### src/rtl/pbwg_pkg.sv
package pbwg_pkg;

  // ---------------------------------------------------------------------------
  // Widths
  // ---------------------------------------------------------------------------
  localparam int CPU_AW   = 8;
  localparam int CPU_DW   = 8;
  localparam int WB_AW    = 6;
  localparam int WB_DW    = 32;
  localparam int WAIT_W   = 4;
  localparam int DIV_W    = 3;
  localparam int TOTAL_W  = 16;
  localparam int EVCNT_W  = 16;

  // ---------------------------------------------------------------------------
  // Peripheral register addresses on the CPU side
  // ---------------------------------------------------------------------------
  localparam logic [CPU_AW-1:0] ADDR_WATCHDOG_MODE  = 8'h21;
  localparam logic [CPU_AW-1:0] ADDR_SERIAL_A_RXST  = 8'h31;
  localparam logic [CPU_AW-1:0] ADDR_SERIAL_B_RXST  = 8'h41;
  localparam logic [CPU_AW-1:0] ADDR_CONV_MODE      = 8'h50;
  localparam logic [CPU_AW-1:0] ADDR_CONV_CHANNEL   = 8'h51;
  localparam logic [CPU_AW-1:0] ADDR_PF_COMPARE     = 8'h52;
  localparam logic [CPU_AW-1:0] ADDR_PF_THRESHOLD   = 8'h53;
  localparam logic [CPU_AW-1:0] ADDR_CONV_RESULT    = 8'h54;

  // Position of the conversion-time bit inside the converter mode register.
  localparam int CONV_TIME_BIT_POS = 5;

  // ---------------------------------------------------------------------------
  // Wait counts in CPU clocks and converter macro clock in oscillator periods
  // ---------------------------------------------------------------------------
  localparam logic [WAIT_W-1:0] WATCHDOG_WAIT  = 4'h3;
  localparam logic [WAIT_W-1:0] SERIAL_WAIT    = 4'h1;
  localparam logic [WAIT_W-1:0] NO_WAIT        = 4'h0;
  localparam int                MACRO_DIV_FAST = 2;
  localparam int                MACRO_DIV_SLOW = 4;
  localparam int                DIV_SEL_MAX    = 4;

  // ---------------------------------------------------------------------------
  // Wishbone register byte offsets and fields
  // ---------------------------------------------------------------------------
  localparam logic [WB_AW-1:0] OFS_CTRL   = 6'h00;
  localparam logic [WB_AW-1:0] OFS_STATUS = 6'h04;
  localparam logic [WB_AW-1:0] OFS_TOTAL  = 6'h08;
  localparam logic [WB_AW-1:0] OFS_EVBASE = 6'h10;

  localparam int CTRL_DIV_LSB     = 0;
  localparam int STAT_CONV_POS    = 0;
  localparam int STAT_BUSY_POS    = 1;
  localparam int STAT_CALC_LSB    = 4;
  localparam int STAT_LAST_LSB    = 8;

  localparam logic [DIV_W-1:0] CTRL_DIV_RST  = 3'h0;
  localparam logic             CONV_TIME_RST = 1'b0;

  // ---------------------------------------------------------------------------
  // Access classes
  // ---------------------------------------------------------------------------
  typedef enum logic [2:0] {
    CLS_WATCHDOG,
    CLS_SERIAL,
    CLS_CONV_WRITE,
    CLS_CONV_READ,
    CLS_OTHER
  } pbwg_class_e;

  localparam int NUM_CLASS = 5;

  typedef struct packed {
    logic [CPU_AW-1:0] addr;
    logic              we;
    logic [CPU_DW-1:0] wdata;
  } pbwg_cpu_req_s;

endpackage

### src/rtl/pbwg_conv_wait.sv
module pbwg_conv_wait
  import pbwg_pkg::*;
(
  input  wire logic              convTimeBit,
  input  wire logic [DIV_W-1:0]  cpuDivSel,
  output logic      [WAIT_W-1:0] convWait
);

  logic [2:0] divEff;
  logic [4:0] numer;
  logic [4:0] denom;
  logic [4:0] quot;
  logic [4:0] remd;
  logic       roundUp;

  // ---------------------------------------------------------------------------
  // Converter wait: two macro periods over one CPU period, plus one
  // ---------------------------------------------------------------------------
  always_comb
  begin
    divEff = (cpuDivSel > 3'(DIV_SEL_MAX)) ? 3'(DIV_SEL_MAX) : cpuDivSel;
    // Both periods are counted in main oscillator periods.
    numer  = convTimeBit ? 5'(2 * MACRO_DIV_FAST) : 5'(2 * MACRO_DIV_SLOW);
    denom  = 5'h01 << divEff;
    quot   = numer >> divEff;
    remd   = numer & (denom - 5'h01);
    // A remainder beyond the CPU clock low width (half a period) rounds up.
    roundUp  = {remd, 1'b0} > {1'b0, denom};
    convWait = WAIT_W'(quot + 5'(roundUp) + 5'h01);
  end

endmodule

### src/rtl/pbwg_top.sv
// The implementer's own choices: the Wishbone slave port and the register addresses.
module pbwg_top
  import pbwg_pkg::*;
(
  input  wire logic                          sys_clk,
  input  wire logic                          sys_rst,
  input  wire logic                          wb_cyc_i,
  input  wire logic                          wb_stb_i,
  input  wire logic                          wb_we_i,
  input  wire logic [pbwg_pkg::WB_AW-1:0]    wb_adr_i,
  input  wire logic [3:0]                    wb_sel_i,
  input  wire logic [pbwg_pkg::WB_DW-1:0]    wb_dat_i,
  output logic      [pbwg_pkg::WB_DW-1:0]    wb_dat_o,
  output logic                               wb_ack_o,
  input  wire logic                          cpuStart,
  input  wire pbwg_pkg::pbwg_cpu_req_s       cpuReq,
  output logic                               cpuHold,
  output logic                               cpuDone,
  output logic      [pbwg_pkg::CPU_DW-1:0]   cpuRdata,
  output logic                               periphSel,
  output pbwg_pkg::pbwg_cpu_req_s            periphReq,
  input  wire logic [pbwg_pkg::CPU_DW-1:0]   periphRdata
);

  import pbwg_pkg::*;

  // ---------------------------------------------------------------------------
  // Declarations
  // ---------------------------------------------------------------------------
  logic                ackQ;
  logic [WB_DW-1:0]    datQ;
  logic [DIV_W-1:0]    divSelQ;
  logic                convTimeQ;
  logic                busyQ;
  logic [WAIT_W-1:0]   waitCntQ;
  logic [WAIT_W-1:0]   lastWaitQ;
  pbwg_cpu_req_s       reqQ;
  logic [CPU_DW-1:0]   rdataQ;
  logic                doneQ;
  logic [TOTAL_W-1:0]  totalQ;
  logic [WAIT_W-1:0]   convWait;
  logic [WAIT_W-1:0]   waitNeed;
  pbwg_class_e         accClass;
  logic                accept;
  logic                finish;
  logic                stallTick;
  logic                wbReq;
  logic                wbWrite;
  logic                totalClr;
  logic [WB_DW-1:0]    rdMux;
  logic [EVCNT_W-1:0]  evCnt [NUM_CLASS];
  logic [NUM_CLASS-1:0] evClr;

  // ---------------------------------------------------------------------------
  // Converter wait calculation
  // ---------------------------------------------------------------------------
  pbwg_conv_wait u_conv_wait (
    .convTimeBit (convTimeQ),
    .cpuDivSel   (divSelQ),
    .convWait    (convWait)
  );

  // ---------------------------------------------------------------------------
  // Access classification and wait count
  // ---------------------------------------------------------------------------
  always_comb
  begin
    accClass = CLS_OTHER;
    waitNeed = NO_WAIT;
    case (cpuReq.addr)
      ADDR_WATCHDOG_MODE:
      begin
        if (cpuReq.we)
        begin
          accClass = CLS_WATCHDOG;
          waitNeed = WATCHDOG_WAIT;
        end
      end
      ADDR_SERIAL_A_RXST, ADDR_SERIAL_B_RXST:
      begin
        if (!cpuReq.we)
        begin
          accClass = CLS_SERIAL;
          waitNeed = SERIAL_WAIT;
        end
      end
      ADDR_CONV_MODE, ADDR_CONV_CHANNEL, ADDR_PF_COMPARE, ADDR_PF_THRESHOLD:
      begin
        if (cpuReq.we)
        begin
          accClass = CLS_CONV_WRITE;
          // A computed count of one means the write needs no wait at all.
          waitNeed = (convWait == 4'h1) ? NO_WAIT : convWait;
        end
      end
      ADDR_CONV_RESULT:
      begin
        if (!cpuReq.we)
        begin
          accClass = CLS_CONV_READ;
          waitNeed = convWait;
        end
      end
      default:
      begin
        accClass = CLS_OTHER;
        waitNeed = NO_WAIT;
      end
    endcase
  end

  // ---------------------------------------------------------------------------
  // Access sequencing
  // ---------------------------------------------------------------------------
  // A new access is only taken once the previous one has fully completed.
  assign accept    = cpuStart && !busyQ;
  assign finish    = busyQ && (waitCntQ == NO_WAIT);
  assign stallTick = busyQ && (waitCntQ != NO_WAIT);

  always_ff @(posedge sys_clk)
  begin
    if (sys_rst)
    begin
      busyQ <= 1'b0;
    end
    else if (accept)
    begin
      busyQ <= 1'b1;
    end
    else if (finish)
    begin
      busyQ <= 1'b0;
    end
  end

  // Each stall cycle is one CPU clock, so the real time follows the divider.
  always_ff @(posedge sys_clk)
  begin
    if (sys_rst)
    begin
      waitCntQ <= NO_WAIT;
    end
    else if (accept)
    begin
      waitCntQ <= waitNeed;
    end
    else if (stallTick)
    begin
      waitCntQ <= waitCntQ - 4'h1;
    end
  end

  always_ff @(posedge sys_clk)
  begin
    if (sys_rst)
    begin
      reqQ <= '0;
    end
    else if (accept)
    begin
      reqQ <= cpuReq;
    end
  end

  always_ff @(posedge sys_clk)
  begin
    if (sys_rst)
    begin
      lastWaitQ <= NO_WAIT;
    end
    else if (accept)
    begin
      lastWaitQ <= waitNeed;
    end
  end

  // Read data is only taken after the full wait, when it has settled.
  always_ff @(posedge sys_clk)
  begin
    if (sys_rst)
    begin
      rdataQ <= '0;
      doneQ  <= 1'b0;
    end
    else
    begin
      doneQ <= finish;
      if (finish && !reqQ.we)
      begin
        rdataQ <= periphRdata;
      end
    end
  end

  // The conversion-time bit is snooped from CPU writes to the mode register.
  always_ff @(posedge sys_clk)
  begin
    if (sys_rst)
    begin
      convTimeQ <= CONV_TIME_RST;
    end
    else if (accept && cpuReq.we && (cpuReq.addr == ADDR_CONV_MODE))
    begin
      convTimeQ <= cpuReq.wdata[CONV_TIME_BIT_POS];
    end
  end

  assign cpuHold   = stallTick;
  assign cpuDone   = doneQ;
  assign cpuRdata  = rdataQ;
  assign periphSel = busyQ;
  assign periphReq = reqQ;

  // ---------------------------------------------------------------------------
  // Wishbone slave
  // ---------------------------------------------------------------------------
  assign wbReq    = wb_cyc_i && wb_stb_i;
  assign wbWrite  = wbReq && wb_we_i && ackQ;
  assign totalClr = wbWrite && (wb_adr_i == OFS_TOTAL) && (wb_sel_i != 4'h0);

  always_ff @(posedge sys_clk)
  begin
    if (sys_rst)
    begin
      ackQ <= 1'b0;
    end
    else
    begin
      ackQ <= wbReq && !ackQ;
    end
  end

  always_ff @(posedge sys_clk)
  begin
    if (sys_rst)
    begin
      divSelQ <= CTRL_DIV_RST;
    end
    else if (wbWrite && (wb_adr_i == OFS_CTRL) && wb_sel_i[0])
    begin
      divSelQ <= wb_dat_i[CTRL_DIV_LSB +: DIV_W];
    end
  end

  // A stall cycle in the same cycle as a clear is kept.
  always_ff @(posedge sys_clk)
  begin
    if (sys_rst)
    begin
      totalQ <= '0;
    end
    else if (totalClr)
    begin
      totalQ <= TOTAL_W'(stallTick);
    end
    else if (stallTick && (totalQ != '1))
    begin
      totalQ <= totalQ + 16'h0001;
    end
  end

  // ---------------------------------------------------------------------------
  // Per-class access counters
  // ---------------------------------------------------------------------------
  genvar gi;
  generate
    for (gi = 0; gi < NUM_CLASS; gi++)
    begin : g_ev
      logic hit;
      assign hit       = accept && (accClass == pbwg_class_e'(gi));
      assign evClr[gi] = wbWrite && (wb_sel_i != 4'h0) &&
                         (wb_adr_i == WB_AW'(OFS_EVBASE + 6'(4 * gi)));
      always_ff @(posedge sys_clk)
      begin
        if (sys_rst)
        begin
          evCnt[gi] <= '0;
        end
        else if (evClr[gi])
        begin
          evCnt[gi] <= EVCNT_W'(hit);
        end
        else if (hit && (evCnt[gi] != '1))
        begin
          evCnt[gi] <= evCnt[gi] + 16'h0001;
        end
      end
    end
  endgenerate

  // ---------------------------------------------------------------------------
  // Read multiplexer
  // ---------------------------------------------------------------------------
  always_comb
  begin
    rdMux = '0;
    case (wb_adr_i)
      OFS_CTRL:
      begin
        rdMux[CTRL_DIV_LSB +: DIV_W] = divSelQ;
      end
      OFS_STATUS:
      begin
        rdMux[STAT_CONV_POS]                 = convTimeQ;
        rdMux[STAT_BUSY_POS]                 = busyQ;
        rdMux[STAT_CALC_LSB +: WAIT_W]       = convWait;
        rdMux[STAT_LAST_LSB +: WAIT_W]       = lastWaitQ;
      end
      OFS_TOTAL:
      begin
        rdMux[TOTAL_W-1:0] = totalQ;
      end
      default:
      begin
        for (int i = 0; i < NUM_CLASS; i++)
        begin
          if (wb_adr_i == WB_AW'(OFS_EVBASE + 6'(4 * i)))
          begin
            rdMux[EVCNT_W-1:0] = evCnt[i];
          end
        end
      end
    endcase
  end

  always_ff @(posedge sys_clk)
  begin
    if (sys_rst)
    begin
      datQ <= '0;
    end
    else if (wbReq && !ackQ && !wb_we_i)
    begin
      datQ <= rdMux;
    end
  end

  assign wb_ack_o = ackQ;
  assign wb_dat_o = datQ;

endmodule

### config.mk
export PLATFORM = sky130hd
export DESIGN_NAME = pbwg_top
export DESIGN_NICKNAME = d
export VERILOG_FILES = /design/src/rtl/pbwg_pkg.sv /design/src/rtl/pbwg_conv_wait.sv /design/src/rtl/pbwg_top.sv
export SDC_FILE = /design/constraint.sdc
export NUM_CORES = 1
export LEC_CHECK = 0
export ABC_AREA = 1
export BUFFER_PORTS_ARGS = -buffer_cell sky130_fd_sc_hd__buf_2
export CORE_MARGIN = 2
export CORE_UTILIZATION = 45
export DETAILED_ROUTE_END_ITERATION = 7
export PLACE_DENSITY = 0.68
export SLEW_MARGIN = 10
export SYNTH_ARGS = -nofsm -noshare
export SYNTH_HDL_FRONTEND = slang
export SYNTH_SLANG_ARGS = --single-unit
export TNS_END_PERCENT = 30
### constraint.sdc
create_clock -name sys_clk -period 2.4 [get_ports sys_clk]
set_clock_uncertainty 0.15 [all_clocks]
set_input_delay 0.36 -clock sys_clk [delete_from_list [all_inputs] [get_ports sys_clk]]
set_output_delay 0.36 -clock sys_clk [all_outputs]
set_load 0.05 [all_outputs]
# [Yosys cells after proc, flatten, opt, wreduce, memory -nomap -nowiden]
# Memory sizes are Yosys's and may differ from the RTL's.
# Cells that the tools add are included.
# Widths: inputs -> output; s select.
[totals] ff_bits=72 ramBits=80 inputBits=73 out_inout_bits=61 word_cells=190 memories=1
[op_classes] n_addsub=10 magnitude_cmp=2 n_eq_ne=26 n_shift=2 n_mux=76 bitwise=11 n_reduce_logical=48
[mem_list] name="evCnt" depth=5 word_bits=16 read_ports=5 rd_ports_with_merged_regs=0 wr=5 line_no="pbwg_top.sv:51" rtl="logic [EVCNT_W-1:0] evCnt [NUM_CLASS];"
[ops] op="$mux 16" count=15
[ops] op="$add 16x1->16 const B" count=6
[ops] op="$ne 16x16->1 const B" count=6
[ops] op="$eq 8x7->1 const B" count=6
[ops] op="$mux 1" count=42
[ops] op="$logic_and 1x1->1" count=32
[ops] op="$eq 6x5->1 const B" count=4
[ops] op="$mux 4" count=6
[ops] op="$pmux 8 s3" count=1
[ops] op="$eq 8x6->1 const B" count=2
[ops] op="$pmux 4 s4" count=1
[ops] op="$mux 3" count=5
[ops] op="$pmux 3 s4" count=1
[ops] op="$or 1x1->1" count=10
[ops] op="$pmux 4 s2" count=1
[ops] op="$reduce_bool 4->1" count=2
[ops] op="$eq 3x2->1 const B" count=2
[ops] op="$eq 6x3->1 const B" count=1
[ops] op="$eq 6x4->1 const B" count=1
[ops] op="$eq 6x6->1 const B" count=1
[ops] op="$gt 6x5->1" count=1
[ops] op="$logic_not 6->1" count=1
[ops] op="$pmux 2 s3" count=1
[ops] op="$reduce_bool 2->1" count=3
[ops] op="19 further kinds" count=24

# [Depth between registers and ports, before layout]
# Gate-level depths: netlist of the first run.
[depth] depth_word=13 mapped_depth=18 ltp_nobuf=18

# [Cells and area by module]
# From an unflattened synthesis of the first run, not the netlist that was laid out.
[hier_totals] hier_cells=1173 hier_area_um2=8952.3
[by_module_without_submodules] module="pbwg_top" instances=1 cells_each=1142 area_each_um2=8748.4 seq_area_each_um2=3843.7
[by_module_without_submodules] module="pbwg_conv_wait" instances=1 cells_each=31 area_each_um2=203.9 seq_area_each_um2=0.0

# [Worst setup path before layout of the first run]
# No wires, ideal clock.
[synth_timing] kind="reg2reg" start="reg ackQ (netlist: wb_ack_o)" end="mem evCnt[4][0] (enable)" setup_ns=0.416 arrival_ns=1.991 required_ns=1.834 path_slack_ns=-0.157 path_stages_with_launch=11 path_buffers=1 period_less_slack_ns=2.557 cell_sequence="dfxtp_1 -> nand2_1 -> nor2_1 -> nand2_1 -> inv_1 -> nand2_1 -> nand2_1 -> nor2_1 -> nand2_2 -> buf_6 -> nand3_1"
[synth_rtl] element="start: declaration" line_no="pbwg_top.sv:30" rtl="logic ackQ;"
[synth_rtl] element="start signal: assignment" line_no="pbwg_top.sv:229" rtl="ackQ <= wbReq && !ackQ;"
[synth_rtl] element="end: declaration" line_no="pbwg_top.sv:51"

# [Worst setup path after layout of the first run]
[layout_timing] start="reg divSelQ[2]" end="reg lastWaitQ[0]"
[layout_via] elab_chain_cells=12 word_cells_on_any_way=14 classes_between="add/sub: 3; order compare: 2; eq/ne: 1; shift: 2; mux: 5; bitwise: 1"
[layout_lines] element="start: declaration" line_no="pbwg_top.sv:32" rtl="logic [DIV_W-1:0] divSelQ;"
[layout_lines] element="start signal: assignment" line_no="pbwg_top.sv:241" rtl="divSelQ <= wb_dat_i[CTRL_DIV_LSB +: DIV_W];"
[layout_lines] element="$gt 3x3->1" line_no="pbwg_conv_wait.sv:21" rtl="divEff = (cpuDivSel > 3'(DIV_SEL_MAX)) ? 3'(DIV_SEL_MAX) : cpuDivSel;"
[layout_lines] element="$mux 3 (*)" line_no="pbwg_conv_wait.sv:21"
[layout_lines] element="$shl 1x3->5" line_no="pbwg_conv_wait.sv:24" rtl="denom = 5'h01 << divEff;"
[layout_lines] element="$sub 5x1->5" line_no="pbwg_conv_wait.sv:26" rtl="remd = numer & (denom - 5'h01);"
[layout_lines] element="$and 5x5->5" line_no="pbwg_conv_wait.sv:26"
[layout_lines] element="$gt 6x5->1" line_no="pbwg_conv_wait.sv:28" rtl="roundUp = {remd, 1'b0} > {1'b0, denom};"
[layout_lines] element="$add 4x1->4 (*) (2 in a row)" line_no="pbwg_conv_wait.sv:29" rtl="convWait = WAIT_W'(quot + 5'(roundUp) + 5'h01);"
[layout_lines] element="$eq 4x1->1" line_no="pbwg_top.sv:93" rtl="waitNeed = (convWait == 4'h1) ? NO_WAIT : convWait;"
[layout_lines] element="$mux 4" line_no="pbwg_top.sv:93"
[layout_lines] element="$mux 4" line_no="pbwg_top.sv:89" rtl="if (cpuReq.we)"
[layout_lines] element="$pmux 4 s4 (*)" line_no="pbwg_top.sv:70" rtl="case (cpuReq.addr)"
[layout_lines] element="end signal: assignment" line_no="pbwg_top.sv:173" rtl="lastWaitQ <= waitNeed;"
[layout_lines] element="end: declaration" line_no="pbwg_top.sv:36" rtl="logic [WAIT_W-1:0] lastWaitQ;"
# Mark *: on every way between the ends. The rest lies on a longest branch, timed or not.
# A chain may end at the register's enable or synchronous reset.

==> results list, run 1 <==
* Maximum number of pins on one net before global-route repair: 28
- Number of diodes: 0
- EDFF count, synth: 80
- Number of sinks handled by clock tree synthesis: 152
* Footprint of the multi-input gates: 4370 sq um
- For this run the aggregate overflow at the end of global routing stands at 0.
* Clock Tree Buf Depth: 2
* Data required, critical path: 2580 ps
- In this run the vertical extent of the chip is 144 um.
- The top cell types in the final layout, fill and taps aside, are nand2_1, nor2_1, inv_1.
- Dividing the detail-routed wire length by the instance count gives 14.8 um.
- Net switching is between 20% and 30% of the power.
- TritonCTS clock tree: yes
- Detailed placement ended at an HPWL of 17,500 um.
- Classification of the worst-slack hold path: in2reg
- Arrival time at the worst endpoint: 2510 ps
* Fill cell instance count of the final layout: 1,840
- In this run the critical register-to-register path is captured at lastWaitQ[0]$_SDFFE_PP0P_.
- Least setup slack across all paths after layout: 74.6 ps
- Power share of the combinational group: 12.9%
* Cell at the root of the clock tree: clkbuf_16
- The first TritonRoute pass finished after 6 iterations.
- The critical path in this run is classified as reg2reg.
- After detailed routing, the number of remaining DRC violations is 0.
* Portion of synthesized cell area occupied by the leading cell type: between 20% and 30%
* Area of the mapped netlist: 8880 sq um
* Endpoints failing hold: 0
- Starting utilization of the core area: 45.8%
- Setup violations remaining at the end of the flow were counted as 0.
* Avg Cell Area, Syn: around 7.5 sq um
- The flow ran to the end, and the final reports show no timing, DRC or antenna violations.
- Level count of the clock H-tree: 4
* Net Switching: 1.89 mW
- Cell type with the largest total area after synthesis: edfxtp_1
- For this run, the post-layout net count is 1,384.
- Non-filler instance count after layout: ~1,600
- Counting instances, the worst hold path has a depth of 3.
* Number of distinct library cell variants in the gate-level netlist after synthesis: 45
- The number of global-route vias before repair came to 7,610.
* Horizontal extent of the die: 144 um
- Total routed wirelength: around 23,000 um
- Setup TNS after final layout: 0 ps
- Min cycle time layout: around 2300 ps
* Antenna-violating nets left: 0
- Number of storage elements in the synthesis netlist: 152
- The worst setup path is launched from a flip-flop.
- Ratio of final minimum period to clock period: 96.9%
- Cell Count Post-Placement: 1,536
- The library cell used most frequently in the layout, excluding fill and tap cells, is nand2_1.
- Placement row count: 51
- Sequential-to-total area share from yosys stat: 43.3%
- In the synthesized netlist the dominant register cell turns out to be edfxtp_1.
- Based on the critical path, the design can be clocked at up to around 430 MHz.
- CTS buffer count: 17
- Registers take 3850 sq um.
- The internal power of the cells totals 4.76 mW.
* First-pass GRT wire length: 37,800 um
- Clock-pin slew was measured on the worst setup and hold paths at 60 ps.
- Flop-to-flop setup slack: 70 ps
- The worst register-to-register path begins at divSelQ[2]$_SDFFE_PP0P_.
- Cells after Synth: between 1,000 and 1,500
* Startpoint of the most critical setup path: divSelQ[2]$_SDFFE_PP0P_
* Peak supply drop: 0.524 mV
* Cell Pwr Density: 629 nW/um^2
* Core ar.: 19,400 sq um
- Worst hold start: cpuReq[4]
- Final slew viol count: 0
* Share of power burned in registers: 44.8%
- GRT Total Usage: 23.5%
* Via density: 5.09
* Final GP Congestion: 0.928
* Biggest fanout along the worst timing path: 4
- IO buf count: approximately 90
- Count of warnings emitted by yosys: 0
- Detailed routing inserted a total of 8,029 vias.
- Number of DRC markers in iteration 0: ~620
- STA classifies the critical path endpoint as a flip-flop.
- Static leakage: 4.43 nW
- Terminating pin of the worst hold path: periphReq[4]$_SDFFE_PP0P_
- Portion of total power attributed to the clock network: 42.3%
* Clock insertion delay at the later pin of the skew report: 440 ps
* Number of top-level design ports: about 130
* Core Util, Final: 54.5%
- From synthesis to final layout, the design area changed by 19.1%.
* Number of max-cap violations: 0
- Of all flip-flops after synthesis, the portion carrying an async set or reset was 0%.
- Setup repair after global routing missed its margin: true
* Die area: about 21,000 sq um
- Number of antenna violations at the first check in global routing: 0
- R2r worst-path depth: 17
* Largest cells by area after synthesis: edfxtp_1, dfxtp_1, nand2_1, nor2_1, inv_1
* Worst-case setup slack after placement: -14.2 ps
- Of the cells placed in the final design, the portion with a size suffix greater than 1 is 18.2%.
-- per-stage QoR --
step | area [sq um] | hold WS, ps | power (mW)
floorplan | 8940 | 296 | 3.63
global placement | 9790 | 278 | 3.86
detailed placement | 9790 | 285 | 3.87
CTS | 10500 | 1.35 | 6.67
global route | 10600 | 21.6 | 6.88
finish | 10600 | 9.08 | 6.65
-- sequential cells by signal, summed over array words and instances, names as in the netlist --
register / count
totalQ: 16
evCnt: 80
periphSel: 1
cpuRdata: 8
wb_ack_o: 1
divSelQ: 3
waitCntQ: 4
convTimeQ: 1
periphReq: 17
wb_dat_o: 16
cpuDone: 1
lastWaitQ: 4
-- cell type report --
| type | instances | area share (%) |
|---|---|---|
| Multi-Input combinational cell | 851 | 41.3 |
| Sequential cell | 152 | 36.4 |
| Timing Repair Buffer | 132 | 8.16 |
| Inverter | 145 | 5.17 |
| Clock buffer | 22 | 4.90 |
| Tap cell | 265 | 3.13 |
| Clock inverter | 10 | 0.934 |
-- power groups by stage --
stage | combinational [mW] | clock (mW) | sequential (mW)
floorplan | 0.436 | 0 | 3.19
global placement | 0.833 | 0 | 3.03
detailed placement | 0.844 | 0 | 3.03
CTS | 0.855 | 2.84 | 2.98
global route | 0.940 | 2.95 | 2.99
finish | 0.858 | 2.82 | 2.98
-- synthesized netlist by cell type (2+ instances only) --
cell type / count
clkbuf_1: 14
a21oi_1: 76
nor2_2: 28
a211oi_1: 5
buf_4: 18
o211ai_1: 6
nand3b_1: 4
inv_1: 141
nor2_4: 8
nand4_1: 23
dfxtp_1: 72
nor3_1: 29
o21ai_0: 61
xor2_1: 32
nand2_1: 246
nand3_2: 3
edfxtp_1: 80
ha_1: 12
buf_6: 3
nor4_1: 2
nor3b_1: 10
a31oi_1: 3
or2_0: 2
or2_2: 6
nand2_2: 8
o2111ai_1: 2
nor2_1: 172
a22oi_1: 3
xnor2_1: 17
nand3_1: 63
buf_2: 9
inv_2: 3
a21oi_2: 2
o22ai_1: 2
nor3_2: 3
-- metal layers --
metal	vias to the layer above	wire, um	global-route usage (%)
li1	4060	-	-
met1	3664	10900	32.1
met2	267	10400	36.7
met3	38	1560	5.73
met4	0	476	7.41
met5	-	0	0
-- critical path, cell delays in order (launching register included) --
cell	delay (ps)
dfxtp_2	340
buf_4	150
nor2_4	100
inv_1	70
ha_4	280
nand2_1	70
ha_2	190
inv_1	80
ha_4	130
inv_1	30
nand3_1	90
nand3_1	80
nor2_1	100
nand2_1	70
nand2_1	50
nand2_1	60
nand2_2	100
a21oi_2	60
-- worst max-delay path by stage --
stage / endpoint / slack (ps) / depth (start not counted)
final: lastWaitQ[0]$_SDFFE_PP0P_ / 70 / 17
after global routing: waitCntQ[1]$_SDFFE_PP0P_ / -30 / 15
after CTS: lastWaitQ[0]$_SDFFE_PP0P_ / 2 / 17
after detailed placement: lastWaitQ[0]$_SDFFE_PP0P_ / -10 / 17
after global placement: lastWaitQ[0]$_SDFFE_PP0P_ / 40 / 17
after floorplan: evCnt[2][0]$_DFFE_PP_ / -20 / 9
-- what timing repair did --
action | in CTS | in global routing
resized for setup | 5 | 16
pin swaps | 3 | 4
hold buffers | 7 | 0
buffers inserted | 2 | 0
setup endpoints to repair | 4 | 46
endpoints found under the hold margin | 7 | 0
-- cells by family (layout without fill, tap and decap cells) --
logic type | after synthesis | in the layout | share of synthesized area, %
buffers and inverters | 190 | 309 | 9.17
xor gates and xnor gates | 49 | 49 | 4.83
DFF | 152 | 152 | 43.3
adders and majority gates | 12 | 12 | 1.69
AOI/OAI and AO/OA | 162 | 162 | 9.82
other | 1 | 16 | 0.0422
and+or+nand+nor | 612 | 612 | 31.2
(Power assumes the default switching activity.)
==> run 2: changes to the inputs <==
- BUFFER_PORTS_ARGS: -buffer_cell sky130_fd_sc_hd__buf_2 -> -buffer_cell sky130_fd_sc_hd__buf_4
- PLACE_DENSITY: 0.68 -> 0.75
==> results list, run 2 (synthesis results as in run 1) <==
- The violation count after the first detailed-route iteration was 1,003 (+61%).
- Final slew viol count: 0 (unchanged)
- The number of antenna repair diodes came to 0 (unchanged).
* Most frequent cells in the layout: nand2_1, nor2_1, inv_1
- Endpoint class of the critical path: flip-flop
- Maximum number of pins on one net before global-route repair: 42 (+50%)
- Detailed-route via count: 8,137 (+1.3%)
- Level count of the clock H-tree: 4 (unchanged)
- In this design, the critical path's most frequently occurring cell is nand2_1.
- The final antenna-violating net count is 0 (unchanged).
- Static leakage: 4.39 nW (-0.88%)
- The maximum clock path buffer count was 2 (unchanged).
- Data required, critical path: 2620 ps (+40 ps)
- Dpl cell area: 9920 sq um (+1.4%)
- The fmax is 431 MHz (+0.21%).
- Register bank with the most flops: evCnt
* Critical path, cell by cell: inv_2 -> nor2_4 -> ha_1 -> inv_1 -> nor3_1 -> o22ai_1 -> ha_2 -> inv_2 -> ha_4 -> inv_1 -> nand3_1 -> nand3_2 -> nor2_2 -> nand2_1 -> nand2_1 -> nand2_1 -> nand2_2 -> a21oi_1
- Post-synthesis to final-layout area growth: 19.7%
* IO buf count: 88 (unchanged)
* Max FFs per register: 80 (unchanged)
- TritonCTS built the clock tree.
- Final #Nets: 1,379 (-0.36%)
* Core ar.: 19,400 sq um (unchanged)
* Placement row count: 51 (unchanged)
- Highest cell delay on the worst timing path: 320 ps (-20 ps)
- Number of sinks handled by clock tree synthesis: 152 (unchanged)
- Mean routed wirelength per cell: 14.6 um (-1.8%)
- Flop-to-flop setup slack: 80 ps (about the same)
* Arrival time at the worst endpoint: 2540 ps (+30 ps)
- The average vias per placed instance was 5.18 (+1.7%).
- The initial antenna violation count came to 0 (unchanged).
- The critical path is of the reg2reg type.
- Clock-pin slew on the worst setup and hold paths: 70 ps (about the same)
- The post-layout instance area is 10,600 sq um (+0.50%).
* Final GP Congestion: 0.929 (about the same)
- First-pass GRT wire length: 36,300 um (-3.9%)
- Peak supply drop: 0.498 mV (-5.0%)
* Number of iterations in the first detailed-routing pass: 8 (+2)
- The flow ran to the end, and the final reports show no timing, DRC or antenna violations.
- Number of max-cap violations: 0 (unchanged)
- The initial core utilization is 45.8% (unchanged).
- STA classifies the critical path startpoint as a flip-flop.
* Biggest fanout along the worst timing path: 3 (-1)
- The total of endpoints with negative setup slack in the final report is 0 (unchanged).
* Number of top-level design ports: 134 (unchanged)
- Die height: 144 um (unchanged)
* Ratio of cells with drive above 1 in the final layout: 18.1% (-0.16 points)
* Vias in the first global route: 7,378 (-3.0%)
- The insertion delay of the later-clocked pin in the worst-skew pair came to 430 ps (about the same).
* Cell Pwr Density: 611 nW/um^2 (-2.8%)
- Slowest library cell on the worst path: dfxtp_2
- CTS buffer count: 17 (unchanged)
- The final total power is 6.50 mW (-2.3%).
* Horizontal extent of the die: 144 um (unchanged)
* GRT Total Usage: 22.5% (-0.97 points)
- Endpoints failing hold: 0 (unchanged)
- Most common library cell in the layout ignoring fill and taps: nand2_1
- The aggregate negative setup slack came to 0 ps (unchanged).
- Slew of the pin with the lowest slew margin: 552 ps
- Worst relative slew slack: 63.2%
* DRC violation count after routing: 0 (unchanged)
- Cell at the root of the clock tree: clkbuf_16
- The placed wire-length estimate after detailed placement came to 17,000 um (-2.6%).
- The die footprint is 20,900 sq um (unchanged).
- Min cycle time layout: 2320 ps (-4.83 ps)
- Remaining Overflow, GRT: 0 (unchanged)
- Setup repair after global routing missed its margin: true
- The post-route clock period utilization was 96.7% (-0.20 points).
- Classification of the worst-slack hold path: in2reg
- Total routed wirelength: 22,900 um (-2.1%)
==> run 2: layout make-up <==
type	instances	area, sq um
fillers	1813	8770
multi-input cells	851	4350
flip-flops and latches	152	3850
repair buffers	127	981
inverters	145	544
clock buffers	21	493
well taps	265	332
clock inverters	11	83.8
==> run 2: final timing paths <==
check,depth (start not counted),from,to
setup / recovery,18,divSelQ[2]$_SDFFE_PP0P_,waitCntQ[0]$_SDFFE_PP0P_
hold / removal,3,cpuReq[2],periphReq[2]$_SDFFE_PP0P_
setup reg to reg,18,divSelQ[2]$_SDFFE_PP0P_,waitCntQ[0]$_SDFFE_PP0P_
hold reg to reg,1,wb_ack_o$_SDFF_PP0_,wb_ack_o$_SDFF_PP0_
==> run 2: report_power, final <==
part           internal [mW]  switching [mW]  total, mW
Clock                   1.49            1.14       2.62
Combinational          0.279           0.614      0.893
Sequential              2.86           0.118       2.98
==> run 2: metrics by stage <==
stage | cells | hold WS (ps) | setup slack, ps | utilization [%]
5_1_grt | 1572 | 26.0 | -71.3 | 54.8
6_report | 1572 | 8.17 | 79.5 | 54.8
4_1_cts | 1572 | 1.89 | 2.59 | 54.5
3_3_place_gp | 1533 | 280 | 39.3 | 51.1
3_5_place_dp | 1533 | 289 | -15.4 | 51.1
2_1_floorplan | 1193 | 296 | -20.8 | -
==> run 2: timing repair <==
item	in CTS	in global routing
hold buffers	6	0
gates resized for setup	5	14
endpoints found under the hold margin	6	0
pin swaps	2	4
setup endpoints to repair	3	44
setup buffers	1	0
==> run 2: per-layer routing <==
metal,GRT usage [%],routed length (um)
met1,29.5,10100
met2,36.1,10400
met3,5.93,1910
met4,7.61,487
met5,0,0
==> run 2: worst max-delay path, delay by kind of cell (launching register included) <==
kind,cells,cell delay (ps)
DFF,1,320
AOI/OAI and AO/OA,2,290
buffers and inverters,4,260
and+or+nand+nor,9,590
adders and majority gates,3,640
==> run 3: changes to the inputs <==
- RECOVER_POWER: not set -> 50
==> results list, run 3 (synthesis results as in run 1) <==
- The register with the most flip-flops in the final layout is evCnt.
- Placement row count: 51 (unchanged)
- Slowest library cell on the worst path: dfxtp_2
* Bufs and invs on worst path: 4 (unchanged)
- Total routed wirelength: 22,800 um (-0.22%)
* Detailed-route via count: 8,075 (-0.76%)
- The final reports fail on design-rule violations.
- Final GP Congestion: 0.929 (unchanged)
- The final antenna-violating net count was 0 (unchanged).
- Startpoint type of the worst setup path: flip-flop
* DPL Wire Length: 17,000 um (unchanged)
- The flip-flop count of the largest register after layout came to 80 (unchanged).
* Arrival time at the worst endpoint: 2540 ps (about the same)
* Setup TNS after final layout: 0 ps (unchanged)
- Highest cell delay on the worst timing path: 320 ps (about the same)
- The final total power came to 6.43 mW (-0.97%).
- The layout cell share with drive strength beyond 1 came to 14.2% (-3.9 points).
* Critical path type: reg2reg
- The number of nets in the final layout was 1,379 (unchanged).
- Result of the run: finished with violations
- Cell Count Post-Placement: 1,533 (unchanged)
- Most common cell on crit path: nand2_1
- Tracing the worst setup path back leads to its startpoint at divSelQ[2]$_SDFFE_PP0P_.
- Worst hold start: cpuReq[2]
* Clock Tree Buf Depth: 2 (unchanged)
* Biggest fanout along the worst timing path: 3 (unchanged)
* Min cycle time layout: 2320 ps (+3.63 ps)
- Most frequent cells in the layout: nand2_1, nor2_1, inv_1
- The placed standard-cell area came to 9920 sq um (unchanged).
* IO buf count: 88 (unchanged)
* Number of top-level design ports: 134 (unchanged)
- Number of antenna violations at the first check in global routing: 0 (unchanged)
* Number of sinks handled by clock tree synthesis: 152 (unchanged)
- Core Util, Final: 53.8% (-1.0 points)
- Ratio of final minimum period to clock period: 96.8% (+0.15 points)
* Vias in the first global route: 7,378 (unchanged)
- Most common library cell in the layout ignoring fill and taps: nand2_1
* Remaining Overflow, GRT: 0 (unchanged)
- The relative slew slack was 44.7% (-18 points).
- The number of antenna repair diodes is 0 (unchanged).
- Setup repair after global routing could not meet its margin everywhere.
- First-pass GRT wire length: 36,300 um (unchanged)
- The CTS buffer count was 17 (unchanged).
- The width of the chip was 144 um (unchanged).
- Starting utilization of the core area: 45.8% (unchanged)
* Cell Pwr Density: 617 nW/um^2 (+0.89%)
- The insertion delay of the later-clocked pin in the worst-skew pair came to 430 ps (about the same).
- The peak supply drop is 0.496 mV (-0.36%).
- Top Family by Delay on Critical Path: adder cells
- Maximum number of pins on one net before global-route repair: 42 (unchanged)
- The startpoint identified for the worst register-to-register timing path is divSelQ[2]$_SDFFE_PP0P_.
- The height of the die is 144 um (unchanged).
- Endpoints failing hold: 0 (unchanged)
* Post-route worst hold slack: 11.8 ps (+3.65 ps)
* Clock-pin slew on the worst setup and hold paths: 70 ps (about the same)
- Least setup slack across all paths after layout: 75.8 ps (-3.63 ps)
- Number of max-cap violations: 0 (unchanged)
* Post-route cell area: 10,400 sq um (-1.8%)
- Slew of the pin with the lowest slew margin: 829 ps (+277 ps)
- Max Clk Rate: 430 MHz (-0.16%)
* Final slew viol count: 0 (unchanged)
- Level count of the clock H-tree: 4 (unchanged)
* Critical path, cell by cell: inv_2 -> nor2_4 -> ha_1 -> inv_1 -> nor3_1 -> o22ai_1 -> ha_2 -> inv_2 -> ha_4 -> inv_1 -> nand3_1 -> nand3_2 -> nor2_2 -> nand2_1 -> nand2_1 -> nand2_1 -> nand2_2 -> a21oi_1
- The detailed-route wire length per cell is 14.5 um (-0.22%).
* Flop-to-flop setup slack: 80 ps (about the same)
- Via density: 5.14 (-0.76%)
* R2r worst-path depth: 18 (unchanged)
* Number of endpoints failing setup at the final stage: 0 (unchanged)
* Non-filler instance count after layout: 1,572 (unchanged)
* Post-synthesis to final-layout area growth: 17.5%
- Number of DRC markers in iteration 0: 967 (-3.6%)
- The core box area came to 19,400 sq um (unchanged).
* Static leakage: 4.20 nW (-4.4%)
* Cell count along the critical path: 18 (unchanged)
- Die area: 20,900 sq um (unchanged)
- The detailed-route DRC error count is 2 (+2).
- TritonCTS clock tree: yes
- Hold Crit Depth: 3 (unchanged)
- Data required, critical path: 2620 ps (about the same)
* Worst-case setup slack after placement: -15.4 ps (unchanged)
- Endpoint class of the critical path: flip-flop
- Classification of the worst-slack hold path: in2reg
- Cell at the root of the clock tree: clkbuf_16
* GRT Total Usage: 22.5% (unchanged)
- Number of iterations in the first detailed-routing pass: 8 (unchanged)
run 3: final cells by class:
| cell class | instances | area, sq um |
|---|---|---|
| Fill cell | 1871 | 8960 |
| Sequential cell | 152 | 3850 |
| Clock buffer | 21 | 493 |
| Timing Repair Buffer | 127 | 796 |
| Inverter | 145 | 544 |
| Multi-Input combinational cell | 851 | 4340 |
| Clock inverter | 11 | 83.8 |
| Tap cell | 265 | 332 |
run 3: where the power goes:
group	internal, mW	total, mW	switching [mW]
Combinational	0.228	0.841	0.613
Clock	1.49	2.61	1.13
Sequential	2.86	2.98	0.116
run 3: path summary, 6_finish.rpt:
| check | end |
|---|---|
| max reg2reg | waitCntQ[0]$_SDFFE_PP0P_ |
| min reg2reg | cpuRdata[1]$_SDFFE_PP0P_ |
| min | periphReq[2]$_SDFFE_PP0P_ |
| max | waitCntQ[0]$_SDFFE_PP0P_ |
run 3: worst min-delay path: cells and delay by family:
family | cells | cell delay, ps
and+or+nand+nor | 2 | 110
buffers and inverters | 1 | 80
run 3: routing by layer:
metal  up-vias  track usage, %  share of wire, %
met3        39            5.93               8.2
met2       280            36.1                45
met4         0            7.61               2.3
met5         -               0                 0
li1       4050               -                 -
met1      3706            29.5                44
run 3: repair_timing:
item | in CTS | in global routing
gates resized for setup | 5 | 14
endpoints found under the hold margin | 6 | 0
hold buffers | 6 | 0
setup buffers | 1 | 0
gates cloned | 0 | 0
pin swaps | 2 | 4
setup endpoints to repair | 3 | 44
